==> src/logic/sct_pkg.sv <==
// Shared constants, pin bundle and command encodings for the SDRAM device timing block
package sct_pkg;

    // Data and address pin widths
    localparam int DATA_W = 8;
    localparam int ADDR_W = 12;

    // Address field positions
    localparam int BANK_BIT    = 11;   // Bank select line
    localparam int PRE_ALL_BIT = 10;   // Precharge both banks
    localparam int CL_LSB      = 4;    // Mode word: latency field
    localparam int CL_W        = 3;
    localparam int BL_LSB      = 0;    // Mode word: burst length field
    localparam int BL_W        = 3;

    // Burst length codes
    localparam logic [BL_W-1:0] BL_FULL_PAGE = 3'h7;
    localparam logic [BL_W-1:0] BL_MAX_POW   = 3'h3;

    // Values after reset, and the refresh tally limit
    localparam logic [CL_W-1:0] RST_CAS_LATENCY = 3'h3;
    localparam logic [BL_W-1:0] RST_BURST_CODE  = 3'h0;
    localparam logic            RST_CKE_LAST    = 1'h1;
    localparam logic [3:0]      REFRESH_SAT     = 4'hF;

    // Latency figures, counted in link clock edges
    localparam int MASK_READ_DISABLE_LATENCY = 2;
    localparam int MASK_WRITE_LATENCY        = 0;
    localparam int COLUMN_TO_COLUMN_DELAY    = 1;

    // Pins sampled together from the controller
    typedef struct packed {
        logic              cke;
        logic              csN;
        logic              rasN;
        logic              casN;
        logic              weN;
        logic              dqm;
        logic [ADDR_W-1:0] addr;
        logic [DATA_W-1:0] dq;
    } sct_pins_type;

    localparam sct_pins_type PINS_RST = '{cke: 1'h0, csN: 1'h1, rasN: 1'h1, casN: 1'h1,
                                          weN: 1'h1, dqm: 1'h1, addr: 12'h000, dq: 8'h00};

    // Commands, low three bits are {ras, cas, we} with chip select low
    typedef enum logic [3:0] {
        CMD_MRS   = 4'h0,
        CMD_REF   = 4'h1,
        CMD_PRE   = 4'h2,
        CMD_ACT   = 4'h3,
        CMD_WR    = 4'h4,
        CMD_RD    = 4'h5,
        CMD_BST   = 4'h6,
        CMD_NOP   = 4'h7,
        CMD_DESEL = 4'h8
    } sct_cmd_type;

    // Power states, Gray coded along entry; the step from exit back to active flips both bits
    typedef enum logic [1:0] {
        PWR_ACTIVE = 2'h0,
        PWR_SELF   = 2'h1,
        PWR_EXIT   = 2'h3
    } sct_pwr_type;

endpackage : sct_pkg

==> src/logic/sct_sdram_device.sv <==
// Dual bank synchronous DRAM device: command decode, bursts, masks, self refresh exit
// Operation
// - Self refresh exit starts on second rising edge after clock gate high.
// - Column commands to one bank are accepted on every clock edge.
// - Read mask sampled high floats data outputs two clocks later.
// - Write mask blocks the data word of the same clock edge.
`timescale 1ns/1ps

module sct_sdram_device #(
    parameter int COL_BITS = 4                    // Column address bits; 2 ** COL_BITS columns held per bank
) (
    input  wire logic                       sys_clk,      // Block clock, 200 MHz
    input  wire logic                       reset,        // Synchronous, active high
    input  wire logic                       clkEnable,    // Freezes all state when low
    input  wire logic                       sdramClk,     // Link clock from controller
    input  wire logic                       cke,          // Clock gate pin
    input  wire logic                       csN,          // Chip select, active low
    input  wire logic                       rasN,         // Row strobe, active low
    input  wire logic                       casN,         // Column strobe, active low
    input  wire logic                       weN,          // Write enable, active low
    input  wire logic [sct_pkg::ADDR_W-1:0] addr,         // Address and bank select
    input  wire logic                       dqm,          // Data mask
    input  wire logic [sct_pkg::DATA_W-1:0] dqIn,         // Data from controller
    output logic      [sct_pkg::DATA_W-1:0] dqOut,        // Read data to controller
    output logic                            dqOe,         // Data pin drive enable
    output logic                            selfRefresh,  // In self refresh or exit
    output logic      [1:0]                 bankOpen,     // Row open per bank
    output logic      [3:0]                 refreshCount, // Saturating refresh tally
    output logic                            modeSet,      // Mode word written
    output logic      [sct_pkg::CL_W-1:0]   casLatency    // Programmed read latency
);

    // Burst of eight must fit in the column space
    initial begin
        if (COL_BITS < 3 || COL_BITS > 10) begin
            $error("COL_BITS must lie between 3 and 10");
        end
    end

    localparam int WORDS = 2 * (2 ** COL_BITS);

    // Pin sampling: two flops, plus a third stage of the link clock for edge finding
    sct_pkg::sct_pins_type pinsRaw;
    sct_pkg::sct_pins_type pinsMeta;
    sct_pkg::sct_pins_type pinsSync;
    logic                  clkMeta;
    logic                  clkSync;
    logic                  clkLast;

    assign pinsRaw = '{cke: cke, csN: csN, rasN: rasN, casN: casN, weN: weN,
                       dqm: dqm, addr: addr, dq: dqIn};

    always_ff @(posedge sys_clk) begin
        if (reset) begin
            pinsMeta <= sct_pkg::PINS_RST;
            pinsSync <= sct_pkg::PINS_RST;
            clkMeta  <= 1'h0;
            clkSync  <= 1'h0;
            clkLast  <= 1'h0;
        end else if (clkEnable) begin
            pinsMeta <= pinsRaw;
            pinsSync <= pinsMeta;
            clkMeta  <= sdramClk;
            clkSync  <= clkMeta;
            clkLast  <= clkSync;
        end
    end

    // Edge and command decode; pins share the clock's delay, so they align with its edge
    logic                 ckeLast;
    logic                 dqmLast;
    sct_pkg::sct_pwr_type power;
    sct_pkg::sct_pwr_type next_power;
    logic [sct_pkg::BL_W-1:0] burstCode;
    wire                  linkEdge = clkSync & ~clkLast;
    wire                  clkValid = linkEdge & ckeLast & (power == sct_pkg::PWR_ACTIVE);
    wire sct_pkg::sct_cmd_type cmd = pinsSync.csN ? sct_pkg::CMD_DESEL :
        sct_pkg::sct_cmd_type'({1'h0, pinsSync.rasN, pinsSync.casN, pinsSync.weN});
    wire                  cmdBank = pinsSync.addr[sct_pkg::BANK_BIT];
    wire                  preAll  = pinsSync.addr[sct_pkg::PRE_ALL_BIT];
    wire                  colCmd  = (cmd == sct_pkg::CMD_RD) | (cmd == sct_pkg::CMD_WR);

    // Self refresh: first edge with the gate high arms, the second registers the exit
    always_comb begin
        next_power = power;
        case (power)
            sct_pkg::PWR_ACTIVE: begin
                if (ckeLast && !pinsSync.cke && cmd == sct_pkg::CMD_REF) begin
                    next_power = sct_pkg::PWR_SELF;
                end
            end
            sct_pkg::PWR_SELF: begin
                if (pinsSync.cke) begin
                    next_power = sct_pkg::PWR_EXIT;
                end
            end
            sct_pkg::PWR_EXIT: begin
                next_power = pinsSync.cke ? sct_pkg::PWR_ACTIVE :
                                            sct_pkg::PWR_SELF;
            end
            default: next_power = sct_pkg::PWR_ACTIVE;
        endcase
    end

    // Clock gate history taken on every link edge; mask history only on edges where the gate was high
    always_ff @(posedge sys_clk) begin
        if (reset) begin
            power   <= sct_pkg::PWR_ACTIVE;
            ckeLast <= sct_pkg::RST_CKE_LAST;
            dqmLast <= 1'h1;
        end else if (clkEnable && linkEdge) begin
            power   <= next_power;
            ckeLast <= pinsSync.cke;
            if (ckeLast) begin
                dqmLast <= pinsSync.dqm;
            end
        end
    end

    // Burst length decode; full page runs through the whole column space
    function automatic logic [COL_BITS:0] span_of(input logic [sct_pkg::BL_W-1:0] code);
        logic [COL_BITS:0] span;
        span = (COL_BITS + 1)'(1);
        if (code == sct_pkg::BL_FULL_PAGE) begin
            span = (COL_BITS + 1)'(1) << COL_BITS;
        end else if (code <= sct_pkg::BL_MAX_POW) begin
            span = (COL_BITS + 1)'(1) << code;
        end
        return span;
    endfunction : span_of

    // Burst tracking: the last column touched and how many words remain
    logic                burstActive;
    logic                burstRead;
    logic                burstBank;
    logic [COL_BITS-1:0] burstCol;
    logic [COL_BITS:0]   burstLeft;
    wire  [COL_BITS:0]   burstSpan = span_of(burstCode);
    wire  [COL_BITS-1:0] wrapMask  = COL_BITS'(burstSpan - (COL_BITS + 1)'(1));
    wire  [COL_BITS-1:0] colStep   = COL_BITS'(burstCol + COL_BITS'(1));
    wire  stopBurst = (cmd == sct_pkg::CMD_BST) |
                      ((cmd == sct_pkg::CMD_PRE) & (preAll | (cmdBank == burstBank)));
    wire  contBurst = burstActive & (burstLeft != '0) & ~stopBurst;
    // A new column command always wins, so one can land on every edge
    wire  wordHere  = colCmd | contBurst;
    wire  [COL_BITS-1:0] wordCol = colCmd ? pinsSync.addr[COL_BITS-1:0] :
                                   ((burstCol & ~wrapMask) | (colStep & wrapMask));
    wire  wordBank  = colCmd ? cmdBank : burstBank;
    wire  wordRead  = colCmd ? (cmd == sct_pkg::CMD_RD) : burstRead;
    wire  [COL_BITS:0] next_left = colCmd ? (COL_BITS + 1)'(burstSpan - (COL_BITS + 1)'(1)) :
                                   (COL_BITS + 1)'(burstLeft - (COL_BITS + 1)'(1));

    always_ff @(posedge sys_clk) begin
        if (reset) begin
            burstActive <= 1'h0;
            burstRead   <= 1'h0;
            burstBank   <= 1'h0;
            burstCol    <= '0;
            burstLeft   <= '0;
        end else if (clkEnable && clkValid) begin
            burstActive <= wordHere;
            if (wordHere) begin
                burstRead <= wordRead;
                burstBank <= wordBank;
                burstCol  <= wordCol;
                burstLeft <= next_left;
            end
        end
    end

    // Storage; rows alias onto one column set per bank to keep the array small
    logic [sct_pkg::DATA_W-1:0] mem [WORDS];
    wire  [COL_BITS:0]          wordIdx = {wordBank, wordCol};
    wire  [sct_pkg::DATA_W-1:0] rdWord  = mem[wordIdx];
    // Mask on the same edge as the data blocks the write outright
    wire  writeNow = clkValid & wordHere & ~wordRead & ~pinsSync.dqm;

    always_ff @(posedge sys_clk) begin
        if (clkEnable && writeNow) begin
            mem[wordIdx] <= pinsSync.dq;
        end
    end

    // Read pipeline; the latency picks how far down the data is taken
    logic [1:0]                 pipeValid;
    logic [sct_pkg::DATA_W-1:0] pipeData [2];
    wire  latOne   = casLatency == sct_pkg::CL_W'(1);
    wire  latTwo   = casLatency == sct_pkg::CL_W'(2);
    wire  tapValid = latOne ? (wordHere & wordRead) : (latTwo ? pipeValid[0] : pipeValid[1]);
    wire  [sct_pkg::DATA_W-1:0] tapData = latOne ? rdWord : (latTwo ? pipeData[0] : pipeData[1]);

    always_ff @(posedge sys_clk) begin
        if (reset) begin
            pipeValid   <= 2'h0;
            pipeData[0] <= '0;
            pipeData[1] <= '0;
        end else if (clkEnable && clkValid) begin
            pipeValid   <= {pipeValid[0], wordHere & wordRead};
            pipeData[0] <= rdWord;
            pipeData[1] <= pipeData[0];
        end
    end

    // Output stage: the mask seen one edge back floats the word for the edge after next
    always_ff @(posedge sys_clk) begin
        if (reset) begin
            dqOut <= '0;
            dqOe  <= 1'h0;
        end else if (clkEnable && linkEdge) begin
            if (clkValid) begin
                dqOut <= tapData;
                dqOe  <= tapValid & ~dqmLast;
            end else if (power != sct_pkg::PWR_ACTIVE) begin
                dqOe  <= 1'h0;
            end
        end
    end

    // Mode word and refresh tally; suspended edges hold both, while selfRefresh follows every link edge
    always_ff @(posedge sys_clk) begin
        if (reset) begin
            casLatency   <= sct_pkg::RST_CAS_LATENCY;
            burstCode    <= sct_pkg::RST_BURST_CODE;
            modeSet      <= 1'h0;
            refreshCount <= 4'h0;
            selfRefresh  <= 1'h0;
        end else if (clkEnable && linkEdge) begin
            selfRefresh <= next_power != sct_pkg::PWR_ACTIVE;
            if (clkValid && cmd == sct_pkg::CMD_MRS) begin
                casLatency <= pinsSync.addr[sct_pkg::CL_LSB +: sct_pkg::CL_W];
                burstCode  <= pinsSync.addr[sct_pkg::BL_LSB +: sct_pkg::BL_W];
                modeSet    <= 1'h1;
            end
            if (clkValid && cmd == sct_pkg::CMD_REF && refreshCount != sct_pkg::REFRESH_SAT) begin
                refreshCount <= refreshCount + 4'h1;
            end
        end
    end

    // Row state per bank: activate opens, precharge closes one or both
    for (genvar b = 0; b < 2; b++) begin : g_bank
        wire hitBank = cmdBank == 1'(b);
        always_ff @(posedge sys_clk) begin
            if (reset) begin
                bankOpen[b] <= 1'h0;
            end else if (clkEnable && clkValid) begin
                if (cmd == sct_pkg::CMD_ACT && hitBank) begin
                    bankOpen[b] <= 1'h1;
                end else if (cmd == sct_pkg::CMD_PRE && (preAll || hitBank)) begin
                    bankOpen[b] <= 1'h0;
                end
            end
        end
    end

endmodule : sct_sdram_device

==> config.mk <==
export PLATFORM = sky130hd
export DESIGN_NAME = sct_sdram_device
export DESIGN_NICKNAME = d
export VERILOG_FILES = /design/src/logic/sct_pkg.sv /design/src/logic/sct_sdram_device.sv
export SDC_FILE = /design/constraint.sdc
export NUM_CORES = 1
export LEC_CHECK = 0
export ABC_AREA = 1
export BUFFER_PORTS_ARGS = -buffer_cell sky130_fd_sc_hd__buf_2
export CAP_MARGIN = 20
export CORE_MARGIN = 2
export CORE_UTILIZATION = 45
export CTS_CLUSTER_SIZE = 20
export DETAILED_ROUTE_END_ITERATION = 7
export SYNTH_ARGS = -nofsm -noshare
export SYNTH_HDL_FRONTEND = slang
export SYNTH_SLANG_ARGS = --single-unit
==> constraint.sdc <==
create_clock -name sys_clk -period 7.86 [get_ports sys_clk]
set_input_delay 1.572 -clock sys_clk [delete_from_list [all_inputs] [get_ports sys_clk]]
set_output_delay 1.572 -clock sys_clk [all_outputs]
set_load 0.02 [all_outputs]
==> flow_summary.yaml, run 1 <==
run_status:
  status: "complete, no violations"
sta:
  final.period_utilization: 0.5818
  max_freq_mhz: 218.7
  fin_worst_skew_ns: 0.01483
  min_period_ns: 4.573
  hold_violations: 0
  maxSlewViolCount: 0
  slew_headroom: 0.2835
  fin_tns_setup_ns: 0
  tightestPinTransition_ns: 1.067
  setup_violations: 0
  rsz0062_at_grt: "no"
cts:
  postCtsSetupBuffers: 0
  cts_tree: "built"
  numCtsBuffers: 39
  clock-sinks: 362
  clk_path_buf_depth: 3
  clock-root-buffer: "clkbuf_16"
  ctsResizeCount: 0
  clock_latency_ns: 0.53
  path_clk_slew_ns: 0.06
  ctsHoldBuffers: 0
  htree_num_levels: 2
power:
  p_int_mw: 3.274
  p_seq_frac: 0.511
  peakVddDrop_v: 0.0001722
  p_clk_frac: 0.461
  switching_power_mw: 0.8521
  p_total_mw: 4.127
  combPwrFrac: 0.028
  swShare: 0.2065
  power_density_nw_per_um2: 236.7
  p_leak_nw: 7.136
synth:
  synth_top_area_cell: "edfxtp_1"
  yosysWarnings: 0
  syn_inst: 1629
  synth_area_um2: 15440
  async_flop_share: 0
  synth_area_per_cell_um2: 9.476
  syn_nets: 1664
  synth_edf_count: 272
  yosys.cell_types.count: 37
  synth_top_area_share: 0.5291
  ys_seq_elements: 362
  ys.flop_type: "edfxtp_1"
  yosys-top-cells-area: "edfxtp_1, nand2_1, dfxtp_1, nand3_1, nor2_1"
  synth-seq-area-share: 0.6459
placed_design:
  gp_congestion: 0.8068
  numPortBuffers: 46
  hpwlAfterDp_um: 21620
  place_inst: 2061
  detailed_place.area_um2: 15990
grt:
  overflow: 0
  grt_max_degree: 75
  antenna_found_initial: 1
  grt_pass1_wl_um: 59460
  grt_pass1_vias: 10850
  grt_usage: 0.2130
finish:
  num-fill-cells: 3104
  fin_util: 0.5186
  fin_area_um2: 17430
  diodes: 0
  syn2layout_area_growth_pct: 12.94
  drive_gt1_frac: 0.1075
  layout.cells.non_filler: 2150
  fin_nets: 1706
die:
  core-area_um2: 33620
  die_w_um: 189.2
  design.portCount: 50
  die_area_um2: 35800
  rows: 67
  floorplan.initialDensity: 0.4592
  die_y_um: 189.2
drt:
  drt.antenna.violating_nets: 0
  wl_per_cell_um: 17.39
  firstDrtPassIters: 5
  drtIter0Drc: 934
  viasPerCell: 5.147
  wirelength_um: 37390
  vias: 11070
  post-route-drc-count: 0
min_path:
  min_path_type: "reg2reg"
setup_path:
  worst_setup_path_start_kind: "primary input"
  reg2reg_slack_ns: 3.29
  critPathKind: "in2reg"
  worst_setup_path_end_kind: "flop"
  required_ns: 8.00
  arrival_ns: 4.72
  crit_fanout: 49
job:
  drv_cap: 0
-- synthesized netlist by cell type, types with 5 or more instances --
library cell and n:
clkbuf_1 38, a21oi_1 40, inv_1 53, nor2_2 9, o21ai_0 69, nor3_1 31, buf_2 29, buf_1 5
edfxtp_1 272, buf_6 5, ha_1 5, inv_2 7, a31oi_1 12, nor2_1 103, nor3_2 7, nand3_1 130
o211ai_1 5, dfxtp_1 90, nand2_1 683
-- state kept, by name, indices dropped and copies added (netlist names), 2 cells and up --
| name | cells |
|---|---|
| mem | 256 |
| pinsMeta | 23 |
| pinsSync | 22 |
| pipeData | 16 |
| dqOut | 8 |
| burstLeft | 5 |
| burstCol | 4 |
| refreshCount | 4 |
| burstCode | 3 |
| casLatency | 3 |
| bankOpen | 2 |
| pipeValid | 2 |
| power | 2 |
-- worst paths after layout --
check | startpoint | end | cells after the start
min reg2reg | burstRead$_SDFFE_PP0P_ | burstRead$_SDFFE_PP0P_ | 2
max | clkEnable | mem[17][4]$_DFFE_PP_ | 13
min | burstRead$_SDFFE_PP0P_ | burstRead$_SDFFE_PP0P_ | 2
max reg2reg | pinsSync[22]$_SDFFE_PP1P_ | dqOut[0]$_SDFFE_PP0P_ | 16
-- per-stage QoR --
stage	setup WS [ns]	hold WS [ns]
final	3.287	0.4471
after floorplan	4.037	0.4198
after CTS	3.158	0.4495
after detailed placement	2.617	0.4344
after global routing	2.968	0.4803
after global placement	2.684	0.4340
-- area by class of cell --
type                       count  area [um^2]  share of cell area
clock buffer                  49         1066             0.06115
inverter                      64        242.7             0.01392
clock inverter                23        274.0             0.01572
sequential                   362         9975              0.5721
multi-input combinational   1122         4846              0.2780
timing repair buffer          82        470.5             0.02698
tap                          448        560.5             0.03215
-- worst max-delay path, stage by stage --
cell      delay, ns
buf_2          0.59
nand2_2        0.16
nor2_4         0.20
inv_2          0.07
nor2_2         0.14
nand2_2        0.14
clkinv_2       0.13
nand2_4        0.09
clkinv_2       0.16
nand2_1        0.09
or2_1          0.21
buf_4          0.26
nor3_1         0.86
-- cell families after synthesis --
family,count (synthesis),synth area share
and+or+nand+nor,974,0.2574
DFF,362,0.6459
AOI/OAI and AO/OA,137,0.04807
muxes,1,0.0006485
xor gates and xnor gates,5,0.002838
buffers and inverters,145,0.04118
adders and majority gates,5,0.004053
-- power by group through the flow --
stage                     registers [mW]  logic [mW]  clock network [mW]
after detailed placement            2.15       0.116                   0
after global placement              2.15       0.114                   0
after CTS                           2.11       0.117                1.93
after global routing                2.11       0.133                2.01
final                               2.11       0.116                1.90
after floorplan                     2.14      0.0702                   0
-- placed cells by master, fill, tap and decap left out, types with 7 or more instances in the layout --
| master | n |
|---|---|
| nand2_1 | 682 |
| edfxtp_1 | 272 |
| nand3_1 | 130 |
| nor2_1 | 103 |
| dfxtp_1 | 86 |
| o21ai_0 | 69 |
| buf_2 | 56 |
| inv_1 | 53 |
| clkbuf_16 | 41 |
| a21oi_1 | 40 |
| nor3_1 | 31 |
| buf_4 | 15 |
| a31oi_1 | 12 |
| clkinv_2 | 10 |
| clkinv_1 | 9 |
| nor2_2 | 9 |
| clkbuf_4 | 9 |
| nor3_2 | 7 |
| inv_2 | 7 |
| clkbuf_1 | 7 |
-- metal layers --
layer	part of all wire	global-route usage	vias up
met2	0.47	0.3467	273
li1	-	-	5518
met3	0.059	0.03874	72
met5	0	0	-
met1	0.44	0.2902	5203
met4	0.031	0.06947	0
(Power assumes the default switching activity.)
==> inputs of run 2 (changes only) <==
clock period = 3.7 ns   (was 7.86 ns; I/O delays follow)
==> run 2 against run 1 <==
  * Hold slack got worse by 0.017 ns
  * Clock skew is 0.0046 ns higher
  * Core utilization increased by 0.57 points
  * Global-route usage is 0.71 points lower
==> flow_summary.yaml, run 2 (synthesized netlist as in run 1, its figures left out) <==
run_status:
  status: "complete, no violations"
power:
  p_seq_frac: 0.524
  peakVddDrop_v: 0.0004035
  swShare: 0.2062
  combPwrFrac: 0.033
  p_total_mw: 8.497
  switching_power_mw: 1.752
  power_density_nw_per_um2: 482.1
  p_int_mw: 6.744
  p_leak_nw: 7.244
  p_clk_frac: 0.443
sta:
  min_period_ns: 3.330
  tightestPinTransition_ns: 0.8582
  setup_violations: 0
  hold_violations: 0
  maxSlewViolCount: 0
  whs_ns: 0.4305
  fin_tns_setup_ns: 0
  final.period_utilization: 0.9000
  max_freq_mhz: 300.3
  fin_worst_skew_ns: 0.01939
  rsz0062_at_grt: "no"
  slew_headroom: 0.4271
setup_path:
  timing.rr.start: "burstCode[1]$_SDFFE_PP0P_"
  critPathLaunch: "burstCode[1]$_SDFFE_PP0P_"
  reg2reg_slack_ns: 0.37
  cpMostUsedCell: "nand2_1"
  arrival_ns: 3.57
  rr_worst_depth: 14
  required_ns: 3.94
  slowest_stage: "dfxtp_1"
  crit_fanout: 24
  worst_setup_path_end_kind: "flop"
  path_cells: "nand3_2, nand2_1, ha_1, nand2_1, o211ai_1, o21ai_4, inv_2, buf_4, nand2_1, nand2_1, nand2_1, nand2_1, nor2_1, a21oi_1"
  critPathKind: "reg2reg"
  cp-endpoint: "pipeData[0][4]$_SDFFCE_PN0P_"
  timing.rr.end: "pipeData[0][4]$_SDFFCE_PN0P_"
  cpPeakStageDelay_ns: 0.46
  worst_setup_path_start_kind: "flop"
grt:
  grtUsageMet2: 0.3249
  antenna_found_initial: 0
  gr-usage-met1: 0.2986
  grt_pass1_wl_um: 57410
  grt_usage: 0.2059
  overflow: 0
  grt-busiest-layer: "met2"
  use_met3: 0.02632
  grt_pass1_vias: 10500
  grt_max_degree: 67
die:
  core-area_um2: 33620
  floorplan.initialDensity: 0.4592
  rows: 67
  die_y_um: 189.2
  die_w_um: 189.2
  die_area_um2: 35800
  design.portCount: 50
finish:
  drive_gt1_frac: 0.1174
  largest_register_ffs: 256
  final_common_cell: "nand2_1"
  fin_nets: 1734
  largestRegisters: "mem (256), pinsMeta (23), pinsSync (22)"
  diodes: 0
  syn2layout_area_growth_pct: 14.19
  regMostFlops: "mem"
  fin_area_um2: 17630
  layout_common_cells: "nand2_1, edfxtp_1, nand3_1, nor2_1, dfxtp_1"
  layout.cells.non_filler: 2177
job:
  drv_cap: 0
cts:
  numCtsBuffers: 39
  path_clk_slew_ns: 0.06
  clk_path_buf_depth: 3
  clock_latency_ns: 0.53
  cts_tree: "built"
  clock-sinks: 362
  ctsResizeCount: 0
  postCtsSetupBuffers: 0
  ctsHoldBuffers: 0
  htree_num_levels: 2
  clock-root-buffer: "clkbuf_16"
drt:
  drtIter0Drc: 869
  firstDrtPassIters: 5
  viasPerCell: 5.076
  vias: 11050
  drt.antenna.violating_nets: 0
  post-route-drc-count: 0
  wl_per_cell_um: 16.76
  wirelength_um: 36490
placed_design:
  gp_congestion: 0.7934
  numPortBuffers: 46
  place_inst: 2106
  hpwlAfterDp_um: 22340
  detailed_place.area_um2: 16380
min_path:
  min_path_type: "in2reg"
-- run 2: cell types whose count changed in the layout (fill, tap and decap cells not counted), moves of 3 or more --
| cell | change |
|---|---|
| buf_12 | +4 |
| clkbuf_4 | -9 |
| buf_2 | -10 |
| buf_4 | +45 |
| dfxtp_1 | +4 |
| clkinv_2 | -3 |
| dfxtp_2 | -4 |
| bufinv_16 | -3 |
-- run 2: per-stage QoR --
| step | utilization | worst slack (ns) |
|---|---|---|
| floorplan | - | 0.7085 |
| global placement | 0.4873 | 0.2551 |
| detailed placement | 0.4873 | 0.1982 |
| CTS | 0.5243 | 0.3985 |
| global route | 0.5243 | 0.1525 |
| finish | 0.5243 | 0.3701 |
-- run 2: power groups by stage --
stage,combinational (mW),clock (mW),sequential [mW]
after detailed placement,0.279,0,4.54
after global placement,0.275,0,4.54
after global routing,0.317,3.99,4.46
final,0.279,3.76,4.45
after floorplan,0.149,0,4.55
after CTS,0.281,3.83,4.45
-- run 2: how the worst min path moves through the flow --
stage	startpoint	end	slack [ns]	cells after the start
after floorplan	burstActive$_SDFFE_PP0P_	burstActive$_SDFFE_PP0P_	0.42	2
after global placement	dqOut[3]$_SDFFE_PP0P_	dqOut[3]$_SDFFE_PP0P_	0.43	2
after detailed placement	dqOut[7]$_SDFFE_PP0P_	dqOut[7]$_SDFFE_PP0P_	0.44	2
after CTS	weN	pinsMeta[21]$_SDFFE_PP1P_	0.41	3
after global routing	weN	pinsMeta[21]$_SDFFE_PP1P_	0.43	3
final	weN	pinsMeta[21]$_SDFFE_PP1P_	0.43	3
-- run 2: routing by layer --
| metal | wire [um] | vias up |
|---|---|---|
| met5 | 0 | - |
| met4 | 992 | 0 |
| met3 | 1958 | 56 |
| met2 | 16640 | 262 |
| met1 | 16900 | 5167 |
| li1 | - | 5565 |
-- run 2: worst max-delay path, delay by kind of cell, from the launching register on --
kind,cells,cell delay (ns)
simple gates,8,1.18
fa+ha+maj,1,0.28
flops,1,0.46
buf+inv,2,0.58
compound gates,3,0.56
-- run 2: final cells by class --
type | count | area [um^2]
Clock buffer | 51 | 1074
Clock inverter | 20 | 172.7
Fill cell | 3067 | 15990
Inverter | 64 | 242.7
Multi-Input combinational cell | 1122 | 4846
Sequential cell | 362 | 9970
Tap cell | 448 | 560.5
Timing Repair Buffer | 110 | 760.7
